[src/core/ssoc_pkg.sv]
/*
  shared constants and types for the select/output control block.
  assumes a single 50 MHz system clock and an active-low asynchronous reset.
*/
package ssoc_pkg;
  localparam int unsigned DATA_W      = 32;
  localparam int unsigned LANES       = 4;
  localparam int unsigned LANE_W      = 8;
  localparam int unsigned FIFO_DEPTH  = 16;
  localparam int unsigned CLK_MHZ     = 50;
  localparam logic        MODE_RESET  = 1'b1;
  localparam logic [3:0]  LANES_OFF   = 4'hF;

  typedef enum logic [3:0] {
    SSOC_DESEL  = 4'h1,
    SSOC_WAKE   = 4'h2,
    SSOC_READ   = 4'h4,
    SSOC_WRDATA = 4'h8
  } ssoc_state_t;
endpackage : ssoc_pkg

[src/core/ssoc_stream_if.sv]
/*
  valid/ready stream carrying captured write words (data, parity, lane mask).
  assumes producer and consumer share clk_sys_i.
*/
interface ssoc_stream_if #(
  parameter int unsigned W = 40
);
  logic         valid;
  logic         ready;
  logic [W-1:0] data;

  modport src (output valid, output data, input ready);
  modport dst (input valid, input data, output ready);
endinterface : ssoc_stream_if

[src/core/ssoc_fifo.sv]
/*
  synchronous FIFO with valid/ready on both sides; width and depth are parameters.
  assumes one clock domain and a power-of-two depth.
*/
module ssoc_fifo #(
  parameter int unsigned WIDTH = 40,
  parameter int unsigned DEPTH = 16
) (
  input  wire logic clk_sys_i,
  input  wire logic rstn_i,
  ssoc_stream_if.dst in_s,
  ssoc_stream_if.src out_s
);
  localparam int unsigned AW = $clog2(DEPTH);

  initial begin
    if (DEPTH < 2 || (1 << AW) != DEPTH) $error("fifo depth must be a power of two >= 2");
  end

  logic [WIDTH-1:0] mem [DEPTH];
  logic [AW:0]      wptr;
  logic [AW:0]      rptr;
  logic [AW:0]      next_wptr;
  logic [AW:0]      next_rptr;
  logic             full;
  logic             empty;
  logic             push;
  logic             pop;

  assign full        = (wptr[AW] != rptr[AW]) && (wptr[AW-1:0] == rptr[AW-1:0]);
  assign empty       = (wptr == rptr);
  assign in_s.ready  = !full;
  assign out_s.valid = !empty;
  assign out_s.data  = mem[rptr[AW-1:0]];
  assign push        = in_s.valid && !full;
  assign pop         = out_s.ready && !empty;

  always_comb begin
    next_wptr = push ? wptr + 1'b1 : wptr;
    next_rptr = pop ? rptr + 1'b1 : rptr;
  end

  always_ff @(posedge clk_sys_i or negedge rstn_i) begin
    if (!rstn_i) begin
      wptr <= '0;
      rptr <= '0;
    end else begin
      wptr <= next_wptr;
      rptr <= next_rptr;
    end
  end

  always_ff @(posedge clk_sys_i) begin
    if (push) begin
      mem[wptr[AW-1:0]] <= in_s.data;
    end
  end

  property p_no_overflow;
    @(posedge clk_sys_i) disable iff (!rstn_i)
      full && !pop |=> full;
  endproperty
  a_no_overflow: assert property (p_no_overflow) else $error("fifo left full without a pop");
endmodule // ssoc_fifo

[src/core/ssoc_top.sv]
/*
  chip-select decode, clock qualify, data/parity direction and burst-order strap
  of a pipelined synchronous sram, with a 16-word write-data fifo toward the core.
  assumes the memory core answers read_data_i one qualified edge after a read is
  issued, and that pins are asynchronous to clk_sys_i (double-synchronised).
*/
// What this block does
// (RULE_01) selected only when a low, b high, c low
// (RULE_02) output gate low lets data and parity drive
// (RULE_03) write data, wake cycle, deselect force high impedance
// (RULE_04) qualifier high freezes all state that edge
// (RULE_05) qualifier alone never changes select state
// (RULE_06) input data captured into register on edge
// (RULE_07) outputs show data of previously captured read
// (RULE_08) parity lines follow data lines in everything
// (RULE_09) parity bit n written only under select n
// (RULE_10) strap high interleaved, low linear burst order
// (RULE_11) floating strap reads as high, interleaved
// (RULE_12) system keeps strap fixed during operation
// (RULE_13) byte select n gates data byte n
// (RULE_14) outputs float one edge after deselect edge
// (RULE_15) drivers on only gate low, read pending, unmasked
module ssoc_top #(
  parameter int unsigned DATA_W = ssoc_pkg::DATA_W,
  parameter int unsigned DEPTH  = ssoc_pkg::FIFO_DEPTH
) (
  input  wire logic              clk_sys_i,
  input  wire logic              rstn_i,
  input  wire logic              select_a_low_i,
  input  wire logic              select_b_high_i,
  input  wire logic              select_c_low_i,
  input  wire logic              edge_qualifier_n_i,
  input  wire logic              write_n_i,
  input  wire logic              output_gate_n_i,
  input  wire logic [3:0]        byte_lane_write_select_n_i,
  input  wire logic              burst_order_i,
  input  wire logic              burst_order_driven_i,
  input  wire logic [DATA_W-1:0] data_i,
  output logic      [DATA_W-1:0] data_o,
  output logic                   data_oe_o,
  input  wire logic [3:0]        parity_lines_i,
  output logic      [3:0]        parity_lines_o,
  output logic                   parity_lines_oe_o,
  input  wire logic [DATA_W+3:0] read_data_i,
  output logic                   read_issue_o,
  output logic                   interleaved_o,
  output logic                   wr_valid_o,
  input  wire logic              wr_ready_i,
  output logic      [DATA_W+7:0] wr_word_o,
  output logic                   wr_stall_o
);
  localparam int unsigned WW = DATA_W + 8;

  initial begin
    if (DATA_W != ssoc_pkg::LANES * ssoc_pkg::LANE_W) $error("data width must be four lanes");
  end

  // two-flop synchronisers; stage one is read only by stage two
  localparam int unsigned SW = 8 + DATA_W + 4 + 4;
  logic [SW-1:0] pin_meta;
  logic [SW-1:0] pin_sync;
  always_ff @(posedge clk_sys_i or negedge rstn_i) begin
    if (!rstn_i) begin
      pin_meta <= {SW{1'b1}};
      pin_sync <= {SW{1'b1}};
    end else begin
      pin_meta <= {select_a_low_i, select_b_high_i, select_c_low_i, edge_qualifier_n_i,
                   write_n_i, output_gate_n_i, burst_order_i, burst_order_driven_i,
                   data_i, parity_lines_i, byte_lane_write_select_n_i};
      pin_sync <= pin_meta;
    end
  end

  logic              s_a_n;
  logic              s_b;
  logic              s_c_n;
  logic              s_qual_n;
  logic              s_we_n;
  logic              s_gate_n;
  logic              s_mode;
  logic              s_mode_drv;
  logic [DATA_W-1:0] s_data;
  logic [3:0]        s_par;
  logic [3:0]        s_lane_n;
  assign {s_a_n, s_b, s_c_n, s_qual_n, s_we_n, s_gate_n, s_mode, s_mode_drv,
          s_data, s_par, s_lane_n} = pin_sync;

  function automatic logic is_selected(input logic a_n, input logic b, input logic c_n);
    return !a_n && b && !c_n;  // [RULE_01]
  endfunction

  // lane mask expanded to bits, used for the data bytes only; parity uses the inverted mask directly
  function automatic logic [DATA_W-1:0] lane_bits(input logic [3:0] sel_n);
    logic [DATA_W-1:0] m;
    m = '0;
    for (int i = 0; i < 4; i++) begin
      m[i*8 +: 8] = {8{!sel_n[i]}};  // [RULE_13]
    end
    return m;
  endfunction

  logic qual;
  assign qual = !s_qual_n;

  ssoc_pkg::ssoc_state_t state;
  ssoc_pkg::ssoc_state_t next_state;
  logic              mode;
  logic              next_mode;
  logic [DATA_W-1:0] in_data;
  logic [DATA_W-1:0] next_in_data;
  logic [3:0]        in_par;
  logic [3:0]        next_in_par;
  logic [3:0]        wr_mask_n;
  logic [3:0]        next_wr_mask_n;
  logic [3:0]        in_mask_n;
  logic [3:0]        next_in_mask_n;
  logic [DATA_W-1:0] out_data;
  logic [DATA_W-1:0] next_out_data;
  logic [3:0]        out_par;
  logic [3:0]        next_out_par;
  logic              push;
  logic              next_push;
  logic              rd_pend;
  logic              next_rd_pend;
  logic              drive;
  logic              sel;
  logic              fifo_ready;

  assign sel = is_selected(s_a_n, s_b, s_c_n);

  always_comb begin
    next_state     = state;
    next_mode      = mode;
    next_in_data   = in_data;
    next_in_par    = in_par;
    next_wr_mask_n = wr_mask_n;
    next_out_data  = out_data;
    next_out_par   = out_par;
    next_in_mask_n = in_mask_n;
    next_rd_pend   = rd_pend;
    // a refused word stays offered; dropping it would lose write data
    next_push      = push && !wr_in.ready;
    // frozen edge: every register but push holds, selection included; push still clears once the fifo takes the word [RULE_04] [RULE_05]
    if (qual && fifo_ready) begin
      next_mode    = s_mode_drv ? s_mode : 1'b1;  // [RULE_10] [RULE_11]
      // read data is loaded, and pending, one edge after the read command
      next_rd_pend = (state == ssoc_pkg::SSOC_READ);  // [RULE_14] [RULE_15]
      if (state == ssoc_pkg::SSOC_WRDATA) begin
        next_in_data   = s_data;     // [RULE_06]
        next_in_par    = s_par;      // [RULE_08]
        // lanes of the command that owns this data, not those of the next command
        next_in_mask_n = wr_mask_n;  // [RULE_09] [RULE_13]
        next_push      = 1'b1;
      end
      if (state == ssoc_pkg::SSOC_READ) begin
        next_out_data = read_data_i[DATA_W+3:4];  // [RULE_07]
        next_out_par  = read_data_i[3:0];         // [RULE_08]
      end
      case (state)
        ssoc_pkg::SSOC_DESEL: begin
          next_state = sel ? ssoc_pkg::SSOC_WAKE : ssoc_pkg::SSOC_DESEL;
        end
        ssoc_pkg::SSOC_WAKE,
        ssoc_pkg::SSOC_READ,
        ssoc_pkg::SSOC_WRDATA: begin
          if (!sel) begin
            next_state = ssoc_pkg::SSOC_DESEL;  // [RULE_14]
          end else if (!s_we_n) begin
            next_state     = ssoc_pkg::SSOC_WRDATA;
            next_wr_mask_n = s_lane_n;  // [RULE_09] [RULE_13]
          end else begin
            next_state = ssoc_pkg::SSOC_READ;
          end
        end
        default: begin
          next_state = ssoc_pkg::SSOC_DESEL;
        end
      endcase
    end
  end

  always_ff @(posedge clk_sys_i or negedge rstn_i) begin
    if (!rstn_i) begin
      state     <= ssoc_pkg::SSOC_DESEL;
      mode      <= ssoc_pkg::MODE_RESET;
      in_data   <= '0;
      in_par    <= '0;
      wr_mask_n <= ssoc_pkg::LANES_OFF;
      in_mask_n <= ssoc_pkg::LANES_OFF;
      out_data  <= '0;
      out_par   <= '0;
      push      <= 1'b0;
      rd_pend   <= 1'b0;
    end else begin
      state     <= next_state;
      mode      <= next_mode;
      in_data   <= next_in_data;
      in_par    <= next_in_par;
      wr_mask_n <= next_wr_mask_n;
      in_mask_n <= next_in_mask_n;
      out_data  <= next_out_data;
      out_par   <= next_out_par;
      push      <= next_push;
      rd_pend   <= next_rd_pend;
    end
  end

  // pending read data drives while the gate is low; a write data phase masks it, and wake
  // carries none, while a read before deselect stays pending one edge, so the float after deselect lags one edge
  assign drive = !s_gate_n && rd_pend && (state != ssoc_pkg::SSOC_WRDATA);  // [RULE_02] [RULE_03]

  assign data_o            = out_data;
  assign parity_lines_o    = out_par;
  assign data_oe_o         = drive;  // [RULE_15]
  assign parity_lines_oe_o = drive;  // [RULE_08]
  assign interleaved_o     = mode;
  assign read_issue_o      = qual && fifo_ready && sel && s_we_n && (state != ssoc_pkg::SSOC_DESEL);

  // write word: data bytes masked by lane, parity masked by lane; fifo back-pressure
  // stalls the whole block, traded against losing write data
  ssoc_stream_if #(.W(WW)) wr_in ();
  ssoc_stream_if #(.W(WW)) wr_out ();

  assign wr_in.valid   = push;
  assign wr_in.data    = {in_data & lane_bits(in_mask_n),
                          in_par & ~in_mask_n,
                          in_mask_n};  // [RULE_09]
  assign fifo_ready    = !(push && !wr_in.ready);
  assign wr_stall_o    = !fifo_ready;
  assign wr_valid_o    = wr_out.valid;
  assign wr_word_o     = wr_out.data;
  assign wr_out.ready  = wr_ready_i;

  ssoc_fifo #(
    .WIDTH (WW),
    .DEPTH (DEPTH)
  ) u_fifo (
    .clk_sys_i (clk_sys_i),
    .rstn_i    (rstn_i),
    .in_s      (wr_in),
    .out_s     (wr_out)
  );

  property p_sel_decode;
    @(posedge clk_sys_i) disable iff (!rstn_i)
      (state == ssoc_pkg::SSOC_DESEL) && qual && fifo_ready && sel
        |=> state == ssoc_pkg::SSOC_WAKE;
  endproperty
  a_sel_decode: assert property (p_sel_decode) // [RULE_01]
    else $error("select decode not honoured");

  property p_gate_drives;
    @(posedge clk_sys_i) disable iff (!rstn_i)
      rd_pend && (state != ssoc_pkg::SSOC_WRDATA) && !s_gate_n
        |-> data_oe_o && parity_lines_oe_o;
  endproperty
  a_gate_drives: assert property (p_gate_drives) // [RULE_02]
    else $error("gate low but no drive");

  property p_mask;
    @(posedge clk_sys_i) disable iff (!rstn_i)
      (state == ssoc_pkg::SSOC_WRDATA) || (state == ssoc_pkg::SSOC_WAKE) || !rd_pend
        |-> !data_oe_o;
  endproperty
  a_mask: assert property (p_mask) // [RULE_03]
    else $error("driving during masked cycle");

  property p_freeze;
    @(posedge clk_sys_i) disable iff (!rstn_i)
      !qual |=> state == $past(state) && out_data == $past(out_data)
                && (!push || $past(push));
  endproperty
  a_freeze: assert property (p_freeze) // [RULE_04]
    else $error("state moved on unqualified edge");

  property p_qual_no_desel;
    @(posedge clk_sys_i) disable iff (!rstn_i)
      !qual && (state == ssoc_pkg::SSOC_READ) |=> state == ssoc_pkg::SSOC_READ;
  endproperty
  a_qual_no_desel: assert property (p_qual_no_desel) // [RULE_05]
    else $error("qualifier changed select");

  property p_capture;
    @(posedge clk_sys_i) disable iff (!rstn_i)
      (state == ssoc_pkg::SSOC_WRDATA) && qual && fifo_ready
        |=> push && in_data == $past(s_data);
  endproperty
  a_capture: assert property (p_capture) // [RULE_06]
    else $error("write data not captured");

  property p_stall_hold;
    @(posedge clk_sys_i) disable iff (!rstn_i)
      push && !wr_in.ready |=> push && $stable(in_data) && $stable(in_mask_n);
  endproperty
  a_stall_hold: assert property (p_stall_hold) // [RULE_06]
    else $error("refused write word not held");

  property p_read_out;
    @(posedge clk_sys_i) disable iff (!rstn_i)
      (state == ssoc_pkg::SSOC_READ) && qual && fifo_ready
        |=> out_data == $past(read_data_i[DATA_W+3:4]);
  endproperty
  a_read_out: assert property (p_read_out) // [RULE_07]
    else $error("read data not loaded");

  property p_par_follow;
    @(posedge clk_sys_i) disable iff (!rstn_i)
      data_oe_o == parity_lines_oe_o;
  endproperty
  a_par_follow: assert property (p_par_follow) // [RULE_08]
    else $error("parity direction differs");

  property p_mode;
    @(posedge clk_sys_i) disable iff (!rstn_i)
      qual && fifo_ready && !s_mode_drv |=> interleaved_o;
  endproperty
  a_mode: assert property (p_mode) // [RULE_11]
    else $error("floating strap not interleaved");

  // the read taken before the deselect edge still drives for one cycle
  property p_desel_pipe;
    @(posedge clk_sys_i) disable iff (!rstn_i)
      (state == ssoc_pkg::SSOC_READ) && qual && fifo_ready && !sel
        |=> data_oe_o == !s_gate_n;
  endproperty
  a_desel_pipe: assert property (p_desel_pipe) // [RULE_14]
    else $error("deselect float not pipelined");

  property p_desel_float;
    @(posedge clk_sys_i) disable iff (!rstn_i)
      (state == ssoc_pkg::SSOC_DESEL) && qual && fifo_ready
        |=> !data_oe_o && !parity_lines_oe_o;
  endproperty
  a_desel_float: assert property (p_desel_float) // [RULE_14]
    else $error("outputs driven while deselected");
endmodule // ssoc_top

[config.mk]
export PLATFORM = sky130hd
export DESIGN_NAME = ssoc_top
export DESIGN_NICKNAME = d
export VERILOG_FILES = /design/src/core/ssoc_pkg.sv /design/src/core/ssoc_stream_if.sv /design/src/core/ssoc_fifo.sv /design/src/core/ssoc_top.sv
export SDC_FILE = /design/constraint.sdc
export NUM_CORES = 1
export LEC_CHECK = 0
export CAP_MARGIN = 10
export CORE_ASPECT_RATIO = 0.6
export CORE_MARGIN = 2
export CORE_UTILIZATION = 50
export CTS_BUF_LIST = sky130_fd_sc_hd__clkbuf_4
export DETAILED_ROUTE_END_ITERATION = 8
export DONT_BUFFER_PORTS = 1
export GPL_ROUTABILITY_DRIVEN = 0
export MAX_ROUTING_LAYER = met4
export PLACE_DENSITY = 0.69
export SETUP_SLACK_MARGIN = 0.02
export SYNTH_ARGS = -nofsm -noshare
export SYNTH_HDL_FRONTEND = slang
export SYNTH_HIERARCHICAL = 1
export SYNTH_SLANG_ARGS = --single-unit
[constraint.sdc]
create_clock -name clk_sys_i -period 6 [get_ports clk_sys_i]
set_input_delay 1.2 -clock clk_sys_i [delete_from_list [all_inputs] [get_ports clk_sys_i]]
set_output_delay 1.2 -clock clk_sys_i [all_outputs]
set_load 0.05 [all_outputs]
### Yosys cells after proc, flatten, opt, wreduce, memory -nomap -nowiden

Memories as Yosys holds them, arrays and structs flattened.
Cells that the tools add are included.

* bitwise operators: 4
* equality and inequality tests: 9
* mux-type cells: 9
* $add $sub $neg: 2
* reduce and logical (&&, ||, !) cells: 27

Operators by type and width (count)
* $and 32x32->32: 1
* $logic_and 1x1->1: 12
* $logic_not 1->1: 11
* $add 5x1->5 const B: 2
* $mux 4: 2
* $pmux 4 s2: 1
* $eq 5x5->1: 1
* $mux 1: 5
* $and 4x4->4: 1
* $eq 4x1->1 const B: 1
* $eq 4x2->1 const B: 1
* $eq 4x3->1 const B: 1
* $eq 4x4->1: 1
* $eq 4x4->1 const B: 1
* $ne 4x1->1 const B: 1
* $ne 4x4->1 const B: 1
* $not 4->4: 1
* $reduce_and 2->1: 2
* $reduce_and 4->1: 1
* $reduce_or 3->1: 1
* $mux 2: 1
* $ne 1x1->1: 1
* $not 1->1: 1

* memory bits (writable): 640
* word-level logic and storage cells: 66
* bits of input ports: 87
* output and inout port bits: 82
* register bits: 193
* memories: 1

Memory list
* u_fifo.mem: words 16, bits a word 40, read ports 1, clocked after Yosys merged registers in 0, write ports 1, RTL line ssoc_fifo.sv:20 `logic [WIDTH-1:0] mem [DEPTH];`

### Logic depth before layout (Yosys ltp)

* depth in word-level cells: 8
* mapped depth: 11
* depth with buffers taken out: 8

### Cells and area by module

Netlist, hierarchy kept.

By module, submodules not included
* ssoc_fifo: cells each 1144, area each 25230.4 µm², times used 1, seq. area each 19468.7 µm²
* ssoc_top: cells each 352, area each 6267.3 µm², times used 1, seq. area each 4712.0 µm²

### Worst setup path after synthesis

OpenSTA, ideal clock, no wires.

* kind: reg2reg
* from: register u_fifo.wptr[4]
* to: memory u_fifo.mem[0][0], enable pin
* period minus slack after synthesis: 4.278 ns
* data required time: 5.513 ns
* setup time: 0.487 ns
* path slack: 1.722 ns
* buffers on the path: 0
* arrival: 3.791 ns
* stages on the path, launching flop included: 4
* cell sequence: dfrtp_1 xnor2_1 o211ai_1 nor3_1

* cells in the longest elaborated chain, start to end: 6

Ends and longest elaborated chain
* start: declaration: RTL line ssoc_fifo.sv:21 `logic [AW:0] wptr;`
* start signal: assignment: RTL line ssoc_fifo.sv:48 `wptr <= next_wptr;`
* $ne 1x1->1: RTL line ssoc_fifo.sv:30 `assign full = (wptr[AW] != rptr[AW]) && (wptr[AW-1:0] == rptr[AW-1:0]);`
* $logic_and 1x1->1: RTL line ssoc_fifo.sv:30
* $logic_not 1->1
* $logic_and 1x1->1: RTL line ssoc_fifo.sv:35 `assign push = in_s.valid && !full;`
* $mux 1: RTL line ssoc_fifo.sv:54 `if (push) begin`
* $mux 1 (not written as such): RTL line ssoc_fifo.sv:55 `mem[wptr[AW-1:0]] <= in_s.data;`
* end: declaration: RTL line ssoc_fifo.sv:20

No other way between the ends.

### Final worst setup path

* from: register u_fifo.rptr[0]
* to: output port wr_word_o[15]

* cells in the longest elaborated chain, start to end: 1

Ends and longest elaborated chain
* start: declaration: RTL line ssoc_fifo.sv:22 `logic [AW:0] rptr;`
* start signal: assignment: RTL line ssoc_fifo.sv:49 `rptr <= next_rptr;`
* $mem_v2 16x40
* end: declaration: RTL line ssoc_top.sv:49 `output logic [DATA_W+7:0] wr_word_o,`

No other way between the ends.

==> run metrics <==
first-pass GRT wire length 99400 um; initial core utilization 50.4%; Synth-to-Final Area Change 11.6%; Post-Route Utilization 56.3%; fmax 0.193 GHz; WP data required 4800 ps; worst reg-to-reg path cell count 8; core area 62500 um2; layout cells sized above 1 32.6%; Tcrit/Tclk final 86.5%; count leader, synth edfxtp_1; Main synth FF type edfxtp_1; Hold Fails Final Rpt 0; H-tree Lvls 4; library cells used by synthesis 56; CP endpoint kind output port; Remaining DRCs 0; vias in the first global route 15800; gr usage total 21.5%; placed cells 2302; Post-DP Area 32500 um2; Port Buffer Count 0; setup bufs post-CTS 0; Final Setup Violations 0; Synth Instances 1496; final instance area 35200 um2; status finished, final reports clean; worst-path cell chain buf_12, nor2b_4, buf_4, a22oi_1, mux2i_1, o21ai_1; sequential fraction of the synthesis area 76.8%; Final Critical Period 5190 ps; Synth area leader edfxtp_1; top post-synthesis cells by count edfxtp_1 (640), mux2i_1 (120), dfstp_2 (106), dfrtp_1 (87), mux4_2 (80); die area 65100 um2; critical path type reg2out; Post-synth EDFFs 640; RSZ-0062 raised after global routing false; Post-DP HPWL 34600 um; Synth warnings 6; number of buffers created by CTS 189; Max Cap Viol 0; worst rel slew slack 20.7%; clk_lat worst skew 940 ps; sum of negative setup slack 0 ps; Worst-Margin Slew 1190 ps; initial antenna violation count 2; largest net degree at the start of global routing 108; Post-Synthesis Net Count 1588; Top Ports 169; Finished Layout Cells 2660; Final nets 1748; Pins Over Slew Limit 0; Via Count 15300; clk root buf clkbuf_4; CTS tree built; die width 328 um; pwr dens 382 nW/um2; clock buffer depth 3; Critical Path AT 3990 ps; vias per std cell 5.76; Critical Path Start Type register; fraction of registers with async set/reset 23.2%; row count 71; r2r endpoint in_data[8]; critical path's largest stage delay 850 ps; HP Class in2async; Crit Path Max Fanout 67; worst r2r src u_fifo/rptr[1]; clk slew on worst S/H paths 70 ps; #FFs+latches synth 833; CP max-delay cell o21ai_1; Die H 198 um; Synth area leaders edfxtp_1 (61%), dfstp_2 (8.8%), dfrtp_1 (6.9%), mux4_2 (5.7%), mux2i_1 (3.8%); number of DRC markers in iteration 0 1359; Synth top area share 61.0%; wire length per cell 24.9 um; Antenna Nets Post-Route 0; synthesized area 31500 um2; 1st-pass router iterations 7; GRT Residual Overflow 0; clock skew 58.0 ps; Avg Cell Area, Syn 21.1 um2; Clock Sinks 833; wirelength, routed 66200 um; leak pwr 0.0143 uW; Critical Path End wr_word_o[15]; Worst Setup SP u_fifo/rptr[0]; worst ir drop on vdd 0.303 mV; FF-to-FF setup slack 2300 ps
==> worst min-delay path by stage <==
stage	start	to	slack (ps)	depth (start not counted)
floorplan	pin_meta[0]	pin_sync[0]	350	0
global placement	pin_meta[46]	pin_sync[46]	350	0
detailed placement	pin_meta[4]	pin_sync[4]	350	0
CTS	rstn_i	pin_sync[9]	20	0
global route	rstn_i	pin_sync[9]	3	0
finish	rstn_i	pin_sync[9]	150	0
==> kinds of logic after synthesis <==
logic type | Yosys count | synth area share (%)
compound gates | 143 | 3.24
simple gates | 96 | 1.91
flops | 833 | 76.8
xor+xnor | 13 | 0.361
fa+ha+maj | 5 | 0.199
buf+inv | 84 | 1.67
mux | 322 | 15.8
==> what timing repair did <==
item	4_1_cts	5_1_grt
hold buffers	1	0
endpoints found under the hold margin	87	0
gates resized for setup	0	0
==> power by group <==
group	internal, uW	leakage (uW)	switching (uW)
clock network	2410	0.00153	2150
registers	6220	0.00973	213
logic	808	0.00307	1610
total	9450	0.0143	3970
==> layer usage <==
layer | wire, um | up-vias | global-route usage, %
li1 | - | 6544 | -
met1 | 29400 | 8096 | 30.0
met2 | 31100 | 584 | 31.9
met3 | 4780 | 90 | 5.36
met4 | 926 | 0 | 5.71
met5 | 0 | - | -
==> final cells by class <==
cell class | instances | area, um2
antenna | 4 | 10.0
clock buffer | 309 | 2320
clock inverter | 43 | 239
fill | 4646 | 27300
inverter | 7 | 26.3
multi-input combinational | 579 | 6920
sequential | 833 | 24200
tap | 839 | 1050
timing repair buffer | 46 | 403
==> worst max-delay path: cells and delay by family (launching register included) <==
family          cells  cell delay [ps]
compound gates      2             1120
buf+inv             2              800
flops               1              760
mux                 1              140
simple gates        1              210
==> stage by stage <==
stage	hold slack, ps	setup WS (ps)	total power (uW)
after CTS	22.0	641	13600
after detailed placement	347	1690	8980
final	152	811	13400
after global placement	347	1730	8940
after global routing	2.69	507	14000
after floorplan	345	1720	8400
==> sequential cells by signal, indices dropped and copies added, names as in the netlist <==
signal	cells
u_fifo/wptr	5
pin_sync	48
wr_mask_n	4
in_par	4
push	1
u_fifo/mem	640
u_fifo/rptr	5
in_data	32
data_o	32
pin_meta	48
parity_lines_o	4
interleaved_o	1
rd_pend	1
state	4
in_mask_n	4
==> placed cells by master (no fill, tap or decap), types with 4 or more instances in the layout <==
master,n
edfxtp_1,640
clkbuf_4,309
mux2i_1,120
dfstp_2,106
dfrtp_1,84
mux4_2,80
mux2_1,78
o21ai_1,44
buf_4,42
a22oi_1,40
mux4_1,40
a32oi_1,40
nor2b_1,37
clkinv_1,31
nor2_4,13
xnor2_1,11
nor2_1,6
nand2_1,6
inv_2,5
inv_1,5
ha_1,5
diode_2,4
mux2_4,4
nand4_1,4
o211ai_1,4
nor3_2,4
No activity file was read; power rests on OpenSTA's default activity.
